### src/hdl/fsal_pkg.sv
// Package for the flash security and access limit block
package fsal_pkg;
  localparam int ADDR_W = 16;
  localparam int DATA_W = 8;
  // Map of program memory
  localparam logic [15:0] SCRATCH_BASE = 16'h2000;
  localparam logic [15:0] SCRATCH_LAST = 16'h207f;
  localparam logic [15:0] MAIN_LAST = 16'h1dfd;
  localparam logic [15:0] LOCK_PAGE_BASE = 16'h1c00;
  localparam logic [15:0] LOCK_PAGE_LAST = 16'h1dff;
  localparam logic [15:0] READ_LOCK_ADDR = 16'h1dff;
  localparam logic [15:0] WRITE_LOCK_ADDR = 16'h1dfe;
  localparam logic [15:0] SECTOR_MASK = 16'hfe00;
  localparam logic [15:0] SCRATCH_MASK = 16'hff80;
  localparam int BLOCK_SHIFT = 10;
  localparam int LOCK_BITS = 8;
  localparam logic [7:0] BLOCKED_DATA = 8'h00;
  localparam logic [7:0] LIMIT_RESET = 8'h00;
  localparam logic [7:0] LOW_BYTE = 8'h00;
  localparam logic [7:0] ERASED_BYTE = 8'hff;
  // Register byte addresses on the bus
  localparam logic [7:0] REG_CONTROL = 8'h00;
  localparam logic [7:0] REG_LIMIT = 8'h04;
  localparam logic [7:0] REG_STATUS = 8'h08;
  localparam logic [7:0] REG_LOCKS = 8'h0c;
  localparam int CTL_WRITE_BIT = 0;
  localparam int CTL_ERASE_BIT = 1;
  localparam logic [1:0] HTRANS_NONSEQ = 2'h2;
  // Kinds of access
  typedef enum logic [1:0] {
    FSAL_RD = 2'h0,
    FSAL_WR = 2'h1,
    FSAL_ER = 2'h2
  } fsal_op_t;
endpackage

### src/hdl/fsal_if.sv
// Interface carrying one access between the top and the checker
interface fsal_if;
  import fsal_pkg::*;
  logic [15:0] addr;
  logic [15:0] pc;
  logic fromDebug;
  logic isData;
  fsal_op_t op;
  logic [7:0] readLock;
  logic [7:0] writeLock;
  logic [7:0] limit;
  logic allow;
  logic massErase;
  logic [15:0] eraseBase;
  logic [15:0] eraseMask;
  modport top (output addr, pc, fromDebug, isData, op, readLock, writeLock,
    limit, input allow, massErase, eraseBase, eraseMask);
  modport chk (input addr, pc, fromDebug, isData, op, readLock, writeLock,
    limit, output allow, massErase, eraseBase, eraseMask);
endinterface

### src/hdl/fsal_access_check.sv
// Combinational permission and erase-extent check for one access
module fsal_access_check
  import fsal_pkg::*;
(
  fsal_if.chk acc
);
  logic [15:0] read_limit_address;
  logic [2:0] blk;
  logic inScratch;
  logic inLockSector;
  logic [15:0] sectorMask;

  always_comb begin
    read_limit_address = {acc.limit, LOW_BYTE};
    blk = acc.addr[BLOCK_SHIFT +: 3];
    inScratch = (acc.addr & SCRATCH_MASK) == SCRATCH_BASE;
    inLockSector = (acc.addr & SECTOR_MASK) == (LOCK_PAGE_BASE | 16'h0000)
      || ((acc.addr & SECTOR_MASK) == (READ_LOCK_ADDR & SECTOR_MASK));
    sectorMask = inScratch ? SCRATCH_MASK : SECTOR_MASK;
    acc.allow = 1'b1;
    acc.massErase = 1'b0;
    acc.eraseMask = sectorMask;
    acc.eraseBase = acc.addr & sectorMask;
    if (acc.fromDebug) begin
      if (acc.addr > SCRATCH_LAST) begin
        acc.allow = 1'b0;
      end else if (acc.addr == READ_LOCK_ADDR
                   || acc.addr == WRITE_LOCK_ADDR) begin
        // Lock bytes stay readable and clearable whatever the lock state
        acc.allow = (acc.op != FSAL_ER);
        if (acc.op == FSAL_ER) begin
          acc.allow = acc.writeLock[LOCK_BITS-1];
          acc.massErase = acc.writeLock[LOCK_BITS-1];
        end
      end else if (!inScratch) begin
        if (acc.op == FSAL_RD) begin
          acc.allow = acc.readLock[blk];
        end else begin
          acc.allow = acc.writeLock[blk];
        end
        // Debug erase of the lock page wipes the whole main array
        if (acc.op == FSAL_ER && inLockSector && acc.allow) begin
          acc.massErase = 1'b1;
        end
      end
    end else begin
      // Partition test uses the issuing instruction address now
      if (acc.isData && acc.pc >= read_limit_address && acc.addr < read_limit_address) begin
        acc.allow = 1'b0;
      end
      if (acc.op == FSAL_ER && inLockSector) begin
        acc.allow = 1'b0;
      end
      if (acc.addr > SCRATCH_LAST) begin
        acc.allow = 1'b0;
      end
    end
  end
endmodule

### src/hdl/fsal_top.sv
// Flash security lock, access limit and software store control
// Summary of operation
// - A 128-byte scratch sector at 0x2000-0x207F erases on its own.
// - Data is written with store writes and read with code reads.
// - Software writes or erases only with the enable bits set.
// - Read lock byte sits at 0x1DFF, write lock at 0x1DFE.
// - Lock bit n guards the 1 kB block at n times 0x400.
// - Read lock bit zero blocks debug reads of that block.
// - Write lock bit zero blocks debug writes and erases.
// - Software erase of the lock sector is ignored.
// - Lock bits stay readable and clearable even when locked.
// - A cleared lock bit returns to one only by debug mass erase or reset.
// - Debug erase of the lock page erases all main memory.
// - Debug erase via a non-lock byte of the lock page also mass erases.
// - Limit address is limit register high byte, low byte zero.
// - Upper code cannot touch data below the limit; reads give 0x00.
// - Fetches into the lower partition are still allowed.
// - Code below the limit reads everything.
// - Limit reset value zero makes all memory readable.
// - First limit write after reset sticks; later ones are ignored.
// - With both enables set a write erases the page, data ignored.
module fsal_top
  import fsal_pkg::*;
(
  // Clock and reset
  input wire logic clock,
  input wire logic rst_n,
  input wire logic clkEn,
  // AHB-Lite slave
  input wire logic hsel,
  input wire logic [31:0] haddr,
  input wire logic [1:0] htrans,
  input wire logic hwrite,
  input wire logic [2:0] hsize,
  input wire logic [31:0] hwdata,
  input wire logic hready,
  output logic [31:0] hrdata,
  output logic hreadyout,
  output logic hresp,
  // Flash access request from core or debug port
  input wire logic accValid,
  input wire logic accDebug,
  input wire logic accWrite,
  input wire logic accErase,
  input wire logic accFetch,
  input wire logic [15:0] accAddr,
  input wire logic [15:0] accPc,
  input wire logic [7:0] accWdata,
  // Flash array read data and array command
  input wire logic [7:0] arrayRdata,
  output logic accDone,
  output logic accDenied,
  output logic [7:0] accRdata,
  output logic arrayWrite,
  output logic arrayErase,
  output logic arrayMassErase,
  output logic [15:0] arrayAddr,
  output logic [15:0] arrayMask,
  output logic [7:0] arrayWdata
);
  fsal_if acc();
  logic storeWriteEnable;
  logic storeEraseEnable;
  logic [7:0] limitReg;
  logic limitLocked;
  logic [7:0] readLock;
  logic [7:0] writeLock;
  logic dpValid;
  logic dpWrite;
  logic [7:0] dpAddr;
  logic busWe;
  logic swErase;
  logic swWrite;
  logic isLockByte;

  fsal_access_check check (.acc(acc.chk));

  // Classify the request; software needs both enables to erase
  always_comb begin
    swErase = !accDebug && accWrite && storeWriteEnable
      && storeEraseEnable;
    swWrite = !accDebug && accWrite && storeWriteEnable
      && !storeEraseEnable;
    acc.addr = accAddr;
    acc.pc = accPc;
    acc.fromDebug = accDebug;
    acc.isData = !accFetch;
    acc.readLock = readLock;
    acc.writeLock = writeLock;
    acc.limit = limitReg;
    if ((accDebug && accErase) || swErase) begin
      acc.op = FSAL_ER;
    end else if ((accDebug && accWrite) || swWrite) begin
      acc.op = FSAL_WR;
    end else begin
      acc.op = FSAL_RD;
    end
    isLockByte = accAddr == READ_LOCK_ADDR || accAddr == WRITE_LOCK_ADDR;
  end

  // Lock bytes mirror the array at their addresses; clears only go down
  always_ff @(posedge clock or negedge rst_n) begin
    if (!rst_n) begin
      readLock <= ERASED_BYTE;
      writeLock <= ERASED_BYTE;
    end else if (clkEn && accValid && acc.allow) begin
      if (acc.massErase) begin
        readLock <= ERASED_BYTE;
        writeLock <= ERASED_BYTE;
      end else if (acc.op == FSAL_ER
                   && (accAddr & SECTOR_MASK) == LOCK_PAGE_BASE) begin
        readLock <= ERASED_BYTE;
        writeLock <= ERASED_BYTE;
      end else if (acc.op == FSAL_WR && accAddr == READ_LOCK_ADDR) begin
        readLock <= readLock & accWdata;
      end else if (acc.op == FSAL_WR && accAddr == WRITE_LOCK_ADDR) begin
        writeLock <= writeLock & accWdata;
      end
    end
  end

  // Array command and read return, one cycle after the request
  always_ff @(posedge clock or negedge rst_n) begin
    if (!rst_n) begin
      accDone <= 1'b0;
      accDenied <= 1'b0;
      accRdata <= BLOCKED_DATA;
      arrayWrite <= 1'b0;
      arrayErase <= 1'b0;
      arrayMassErase <= 1'b0;
      arrayAddr <= 16'h0000;
      arrayMask <= 16'h0000;
      arrayWdata <= ERASED_BYTE;
    end else if (clkEn) begin
      accDone <= accValid;
      accDenied <= accValid && !acc.allow;
      arrayAddr <= acc.op == FSAL_ER ? acc.eraseBase : accAddr;
      arrayMask <= acc.eraseMask;
      arrayWdata <= accWdata;
      arrayWrite <= accValid && acc.allow && acc.op == FSAL_WR;
      arrayErase <= accValid && acc.allow && acc.op == FSAL_ER
        && !acc.massErase;
      arrayMassErase <= accValid && acc.allow && acc.massErase;
      // Any refused access clears the return byte, not only reads
      if (accValid && !acc.allow) begin
        accRdata <= BLOCKED_DATA;
      end else if (accValid && acc.op == FSAL_RD) begin
        if (isLockByte) begin
          accRdata <= accAddr == READ_LOCK_ADDR ? readLock : writeLock;
        end else begin
          accRdata <= arrayRdata;
        end
      end
    end
  end

  // Bus address phase capture
  always_ff @(posedge clock or negedge rst_n) begin
    if (!rst_n) begin
      dpValid <= 1'b0;
      dpWrite <= 1'b0;
      dpAddr <= 8'h00;
    end else if (clkEn && hready) begin
      dpValid <= hsel && htrans == HTRANS_NONSEQ;
      dpWrite <= hwrite;
      dpAddr <= haddr[7:0];
    end
  end

  assign busWe = clkEn && dpValid && dpWrite;

  // Program store control bits
  always_ff @(posedge clock or negedge rst_n) begin
    if (!rst_n) begin
      storeWriteEnable <= 1'b0;
      storeEraseEnable <= 1'b0;
    end else if (busWe && dpAddr == REG_CONTROL) begin
      storeWriteEnable <= hwdata[CTL_WRITE_BIT];
      storeEraseEnable <= hwdata[CTL_ERASE_BIT];
    end
  end

  // Limit takes only the first write after reset
  always_ff @(posedge clock or negedge rst_n) begin
    if (!rst_n) begin
      limitReg <= LIMIT_RESET;
      limitLocked <= 1'b0;
    end else if (busWe && dpAddr == REG_LIMIT && !limitLocked) begin
      limitReg <= hwdata[7:0];
      limitLocked <= 1'b1;
    end
  end

  // Bus read data; zero-wait answers, always OKAY
  always_ff @(posedge clock or negedge rst_n) begin
    if (!rst_n) begin
      hrdata <= 32'h0000_0000;
      hreadyout <= 1'b1;
      hresp <= 1'b0;
    end else if (clkEn) begin
      hreadyout <= 1'b1;
      hresp <= 1'b0;
      if (hready && hsel && htrans == HTRANS_NONSEQ && !hwrite) begin
        unique case (haddr[7:0])
          REG_CONTROL: hrdata <= {30'h0, storeEraseEnable, storeWriteEnable};
          REG_LIMIT: hrdata <= {24'h0, limitReg};
          REG_STATUS: hrdata <= {31'h0, limitLocked};
          REG_LOCKS: hrdata <= {16'h0, writeLock, readLock};
          default: hrdata <= 32'h0000_0000;
        endcase
      end
    end
  end
endmodule

### config.mk
export PLATFORM = sky130hd
export DESIGN_NAME = fsal_top
export DESIGN_NICKNAME = d
export VERILOG_FILES = /design/src/hdl/fsal_pkg.sv /design/src/hdl/fsal_if.sv /design/src/hdl/fsal_access_check.sv /design/src/hdl/fsal_top.sv
export SDC_FILE = /design/constraint.sdc
export NUM_CORES = 1
export LEC_CHECK = 0
export BUFFER_PORTS_ARGS = -buffer_cell sky130_fd_sc_hd__buf_2
export CAP_MARGIN = 20
export CORE_AREA = 2 2 110 112
export CTS_CLUSTER_SIZE = 30
export DETAILED_ROUTE_END_ITERATION = 6
export DIE_AREA = 0 0 112 114
export PLACE_DENSITY = 0.85
export SETUP_SLACK_MARGIN = 0.15
export SLEW_MARGIN = 40
export SYNTH_ARGS = -nofsm -noshare
export SYNTH_HDL_FRONTEND = slang
export SYNTH_HIERARCHICAL = 1
export SYNTH_SLANG_ARGS = --single-unit
export TNS_END_PERCENT = 20
### constraint.sdc
create_clock -name clock -period 4 [get_ports clock]
set_clock_uncertainty 0.2 [all_clocks]
set_input_delay 0.6 -clock clock [delete_from_list [all_inputs] [get_ports clock]]
set_output_delay 0.6 -clock clock [all_outputs]
set_load 0.05 [all_outputs]
==> run_results.csv <==
group,metric,value,unit
outcome,outcome,"finished, final reports clean",
job,maxCapViolCount,0,
final_layout,layout.cells.non_filler,781,
setup_path,cp_max_fo,17,
timing,rsz0062_at_grt,"no",
detailed_routing,drt-initial-drc-count,269,
floorplanning,die-area,0.0128,mm²
synth,synth-async-reset-ratio,1.00,
synth,yosysUniqueCellTypes,53,
final_layout,fin_nets,772,
synth,syn_avg_cell_area,11.2,µm²
setup_path,crit_buf_inv,1,
pwr,clkPwrFrac,0.358,
floorplanning,core_area,0.0117,mm²
synth,ys.flop_type,"dfrtp_1",
synth,yosysSeqAreaShare,0.477,
pwr,p_leak,3.32,nW
synth,synth_compound_area_frac,0.104,
timing,max_slew_margin,0.511,
setup_path,critPathKind,"in -> reg",
synth,synthesis.area,0.00562,mm²
detailed_routing,vias,4218,
floorplanning,num_io_pins,215,
clock_tree,cts-root-buf,"clkbuf_16",
synth,synth_xor_area_frac,0,
timing,fin_crit_sh,0.837,
synth,synth_area_leaders,"dfrtp_1, dfstp_2, mux2_2, buf_4, mux2i_1",
final_layout,drive_gt1_frac,0.390,
placement,dp_slack,0.322,ns
floorplanning,rows,40,
setup_path,cp-start-kind,"input pin",
pwr,sw_frac_of_total,0.307,
global_route,grtUsageTotal,0.211,
final_layout,antenna_cells,0,
clock_tree,cts_hold_buf,0,
synth,synth_fa_ha_area_frac,0.0334,
timing,slew_violations,0,
synth,muxShareOfSynthArea,0.186,
placement,hpwl,9870,µm
timing,fmax,299,MHz
detailed_routing,drc,0,
clock_tree,clock_latency,0.35,ns
final_layout,final_common_cell,"buf_2",
floorplanning,dieHeight,114,µm
setup_path,crit_required,4.06,ns
synth,synth_top_area_share,0.365,
global_route,grt_pass1_wl,20900,µm
synth,yosysTopAreaCell,"dfrtp_1",
global_route,antenna_found_initial,0,
timing,fin_crit,3.35,ns
floorplanning,initial_core_util,0.480,
clock_tree,cts_sinks,106,
global_route,overflow,0,
setup_path,crit_slowest_cell,"nor3b_1",
setup_path,slowest_delay,0.48,ns
synth,synth-edff-count,0,
detailed_routing,drt-total-wl,13300,µm
timing,tightest_slew,0.731,ns
setup_path,cp_cell_sequence,"buf_2 -> nor4_1 -> nand2_1 -> nor3b_1 -> a21oi_1 -> nor2b_1 -> o22ai_1 -> and3_1 -> o211ai_2 -> o41ai_1 -> nand2_1",
final_layout,final_cell_mix,"buf_2, dfrtp_1, mux2_2",
synth,synth_cells,503,
detailed_routing,drt-pass1-iter-count,4,
hold_path,holdCritPathClass,"in -> async",
pwr,combinationalPowerShare,0.183,
synth,synth-simple-area-share,0.100,
global_route,grt_max_degree,89,
detailed_routing,via_per_inst,5.40,
placement,routabilityCongestion,0.847,
clock_tree,cts_tree,"yes",
setup_path,cp-end-kind,"flip-flop",
clock_tree,post_cts_buffers,0,
final_layout,syn2layout_area_growth,16.2,%
pwr,p_int,1.76,mW
synth,yosys_warnings,6,
pwr,switchingPower,0.778,mW
clock_tree,ctsResizeCount,0,
timing,tns,0,ns
final_layout,fillers,1037,
clock_tree,clk_pin_slew,0.07,ns
placement,placed_cells,765,
setup_path,cpLargestDelayFamily,"simple AND/OR/NAND/NOR gates",
clock_tree,htree_num_levels,3,
synth,yosys_register_bits,106,
detailed_routing,postRouteAntennaNets,0,
placement,portBuffers,145,
clock_tree,clock_tree.buffer_depth,2,
synth,synth_top_family_by_area,"multiplexers",
pwr,powerDensity,389,mW/mm²
timing,final-setup-viol-count,0,
timing,hold_viol,0,
pwr,peakVddDrop,0.228,mV
detailed_routing,wl_per_cell,17.0,µm
floorplanning,dieWidth,112,µm
clock_tree,cts_inserted_buffers,9,
setup_path,crit_top_cell,"nand2_1",
pwr,seqPwrFrac,0.459,
timing,setup_ws,0.650,ns
setup_path,arrival,3.41,ns
global_route,first_global_vias,4137,
-- power groups by stage --
stage	clock, mW	combinational (mW)	sequential [mW]
6_report	0.908	0.464	1.17
5_1_grt	0.976	0.495	1.17
4_1_cts	0.933	0.466	1.17
3_5_place_dp	0	0.465	1.19
3_3_place_gp	0	0.452	1.18
2_1_floorplan	0	0.196	1.34
-- flip-flops by register name, indices dropped and copies added, names as in the netlist, 8 cells and up --
register       flops
arrayWdata         8
hrdata            16
acc.limit          8
accRdata           8
dpAddr             8
arrayMask         16
acc.writeLock      8
acc.readLock       8
arrayAddr         16
-- kinds of logic (layout without fill, tap and decap cells) --
group                    after synthesis  count (layout)
other                                  4              41
buffers and inverters                 86             180
flip-flops                           106             106
adder cells (fa/ha/maj)               15              15
AND/OR/NAND/NOR                      114             114
AO/OA/AOI/OAI                         88              88
multiplexers                          90              90
-- layer usage --
metal	global-route usage	wire (µm)
met3	0.0404	768
met5	0	0
met2	0.362	6740
met1	0.262	5520
met4	0.0902	252
-- cell usage after synthesis (all sizes together) (8+ instances only) --
cell,number
dfstp,24
mux2i,32
a21oi,24
o21ai,23
dfrtp,82
a22o,8
ha,15
clkbuf,11
nand2,43
nor2,25
inv,15
o41ai,16
mux2,53
buf,60
-- worst paths after layout --
path	cells after the start	start	endpoint	slack (ns)
worst max-delay path	11	accAddr[12]	acc.writeLock[4]	0.65
worst min-delay path	1	rst_n	arrayMask[2]	0.09
worst max register to register	12	acc.limit[1]	acc.writeLock[4]	0.75
worst min register to register	2	hrdata[0]	hrdata[0]	0.27
max in group asynchronous	2	rst_n	arrayAddr[8]	2.73
min in group clock	2	hrdata[0]	hrdata[0]	0.27
-- final cells by class --
class                           count  area (µm²)  share of cell area
Clock inverter                      7        76.3              0.0117
Timing Repair Buffer              149         764               0.117
Tap cell                          147         184              0.0282
Multi-Input combinational cell    348        2540               0.389
Clock buffer                        9         225              0.0345
Inverter                           15        56.3             0.00862
Sequential cell                   106        2680               0.411
-- metrics by stage --
stage	cell area [µm²]	hold WS, ns	util	power, mW
finish	6530	0.0876	0.558	2.54
global route	6530	0.144	0.558	2.64
CTS	6520	0.136	0.557	2.57
detailed placement	6220	0.263	0.531	1.65
global placement	6210	0.257	0.530	1.63
floorplan	5760	0.104	-	1.53
(Power assumes the default switching activity.)
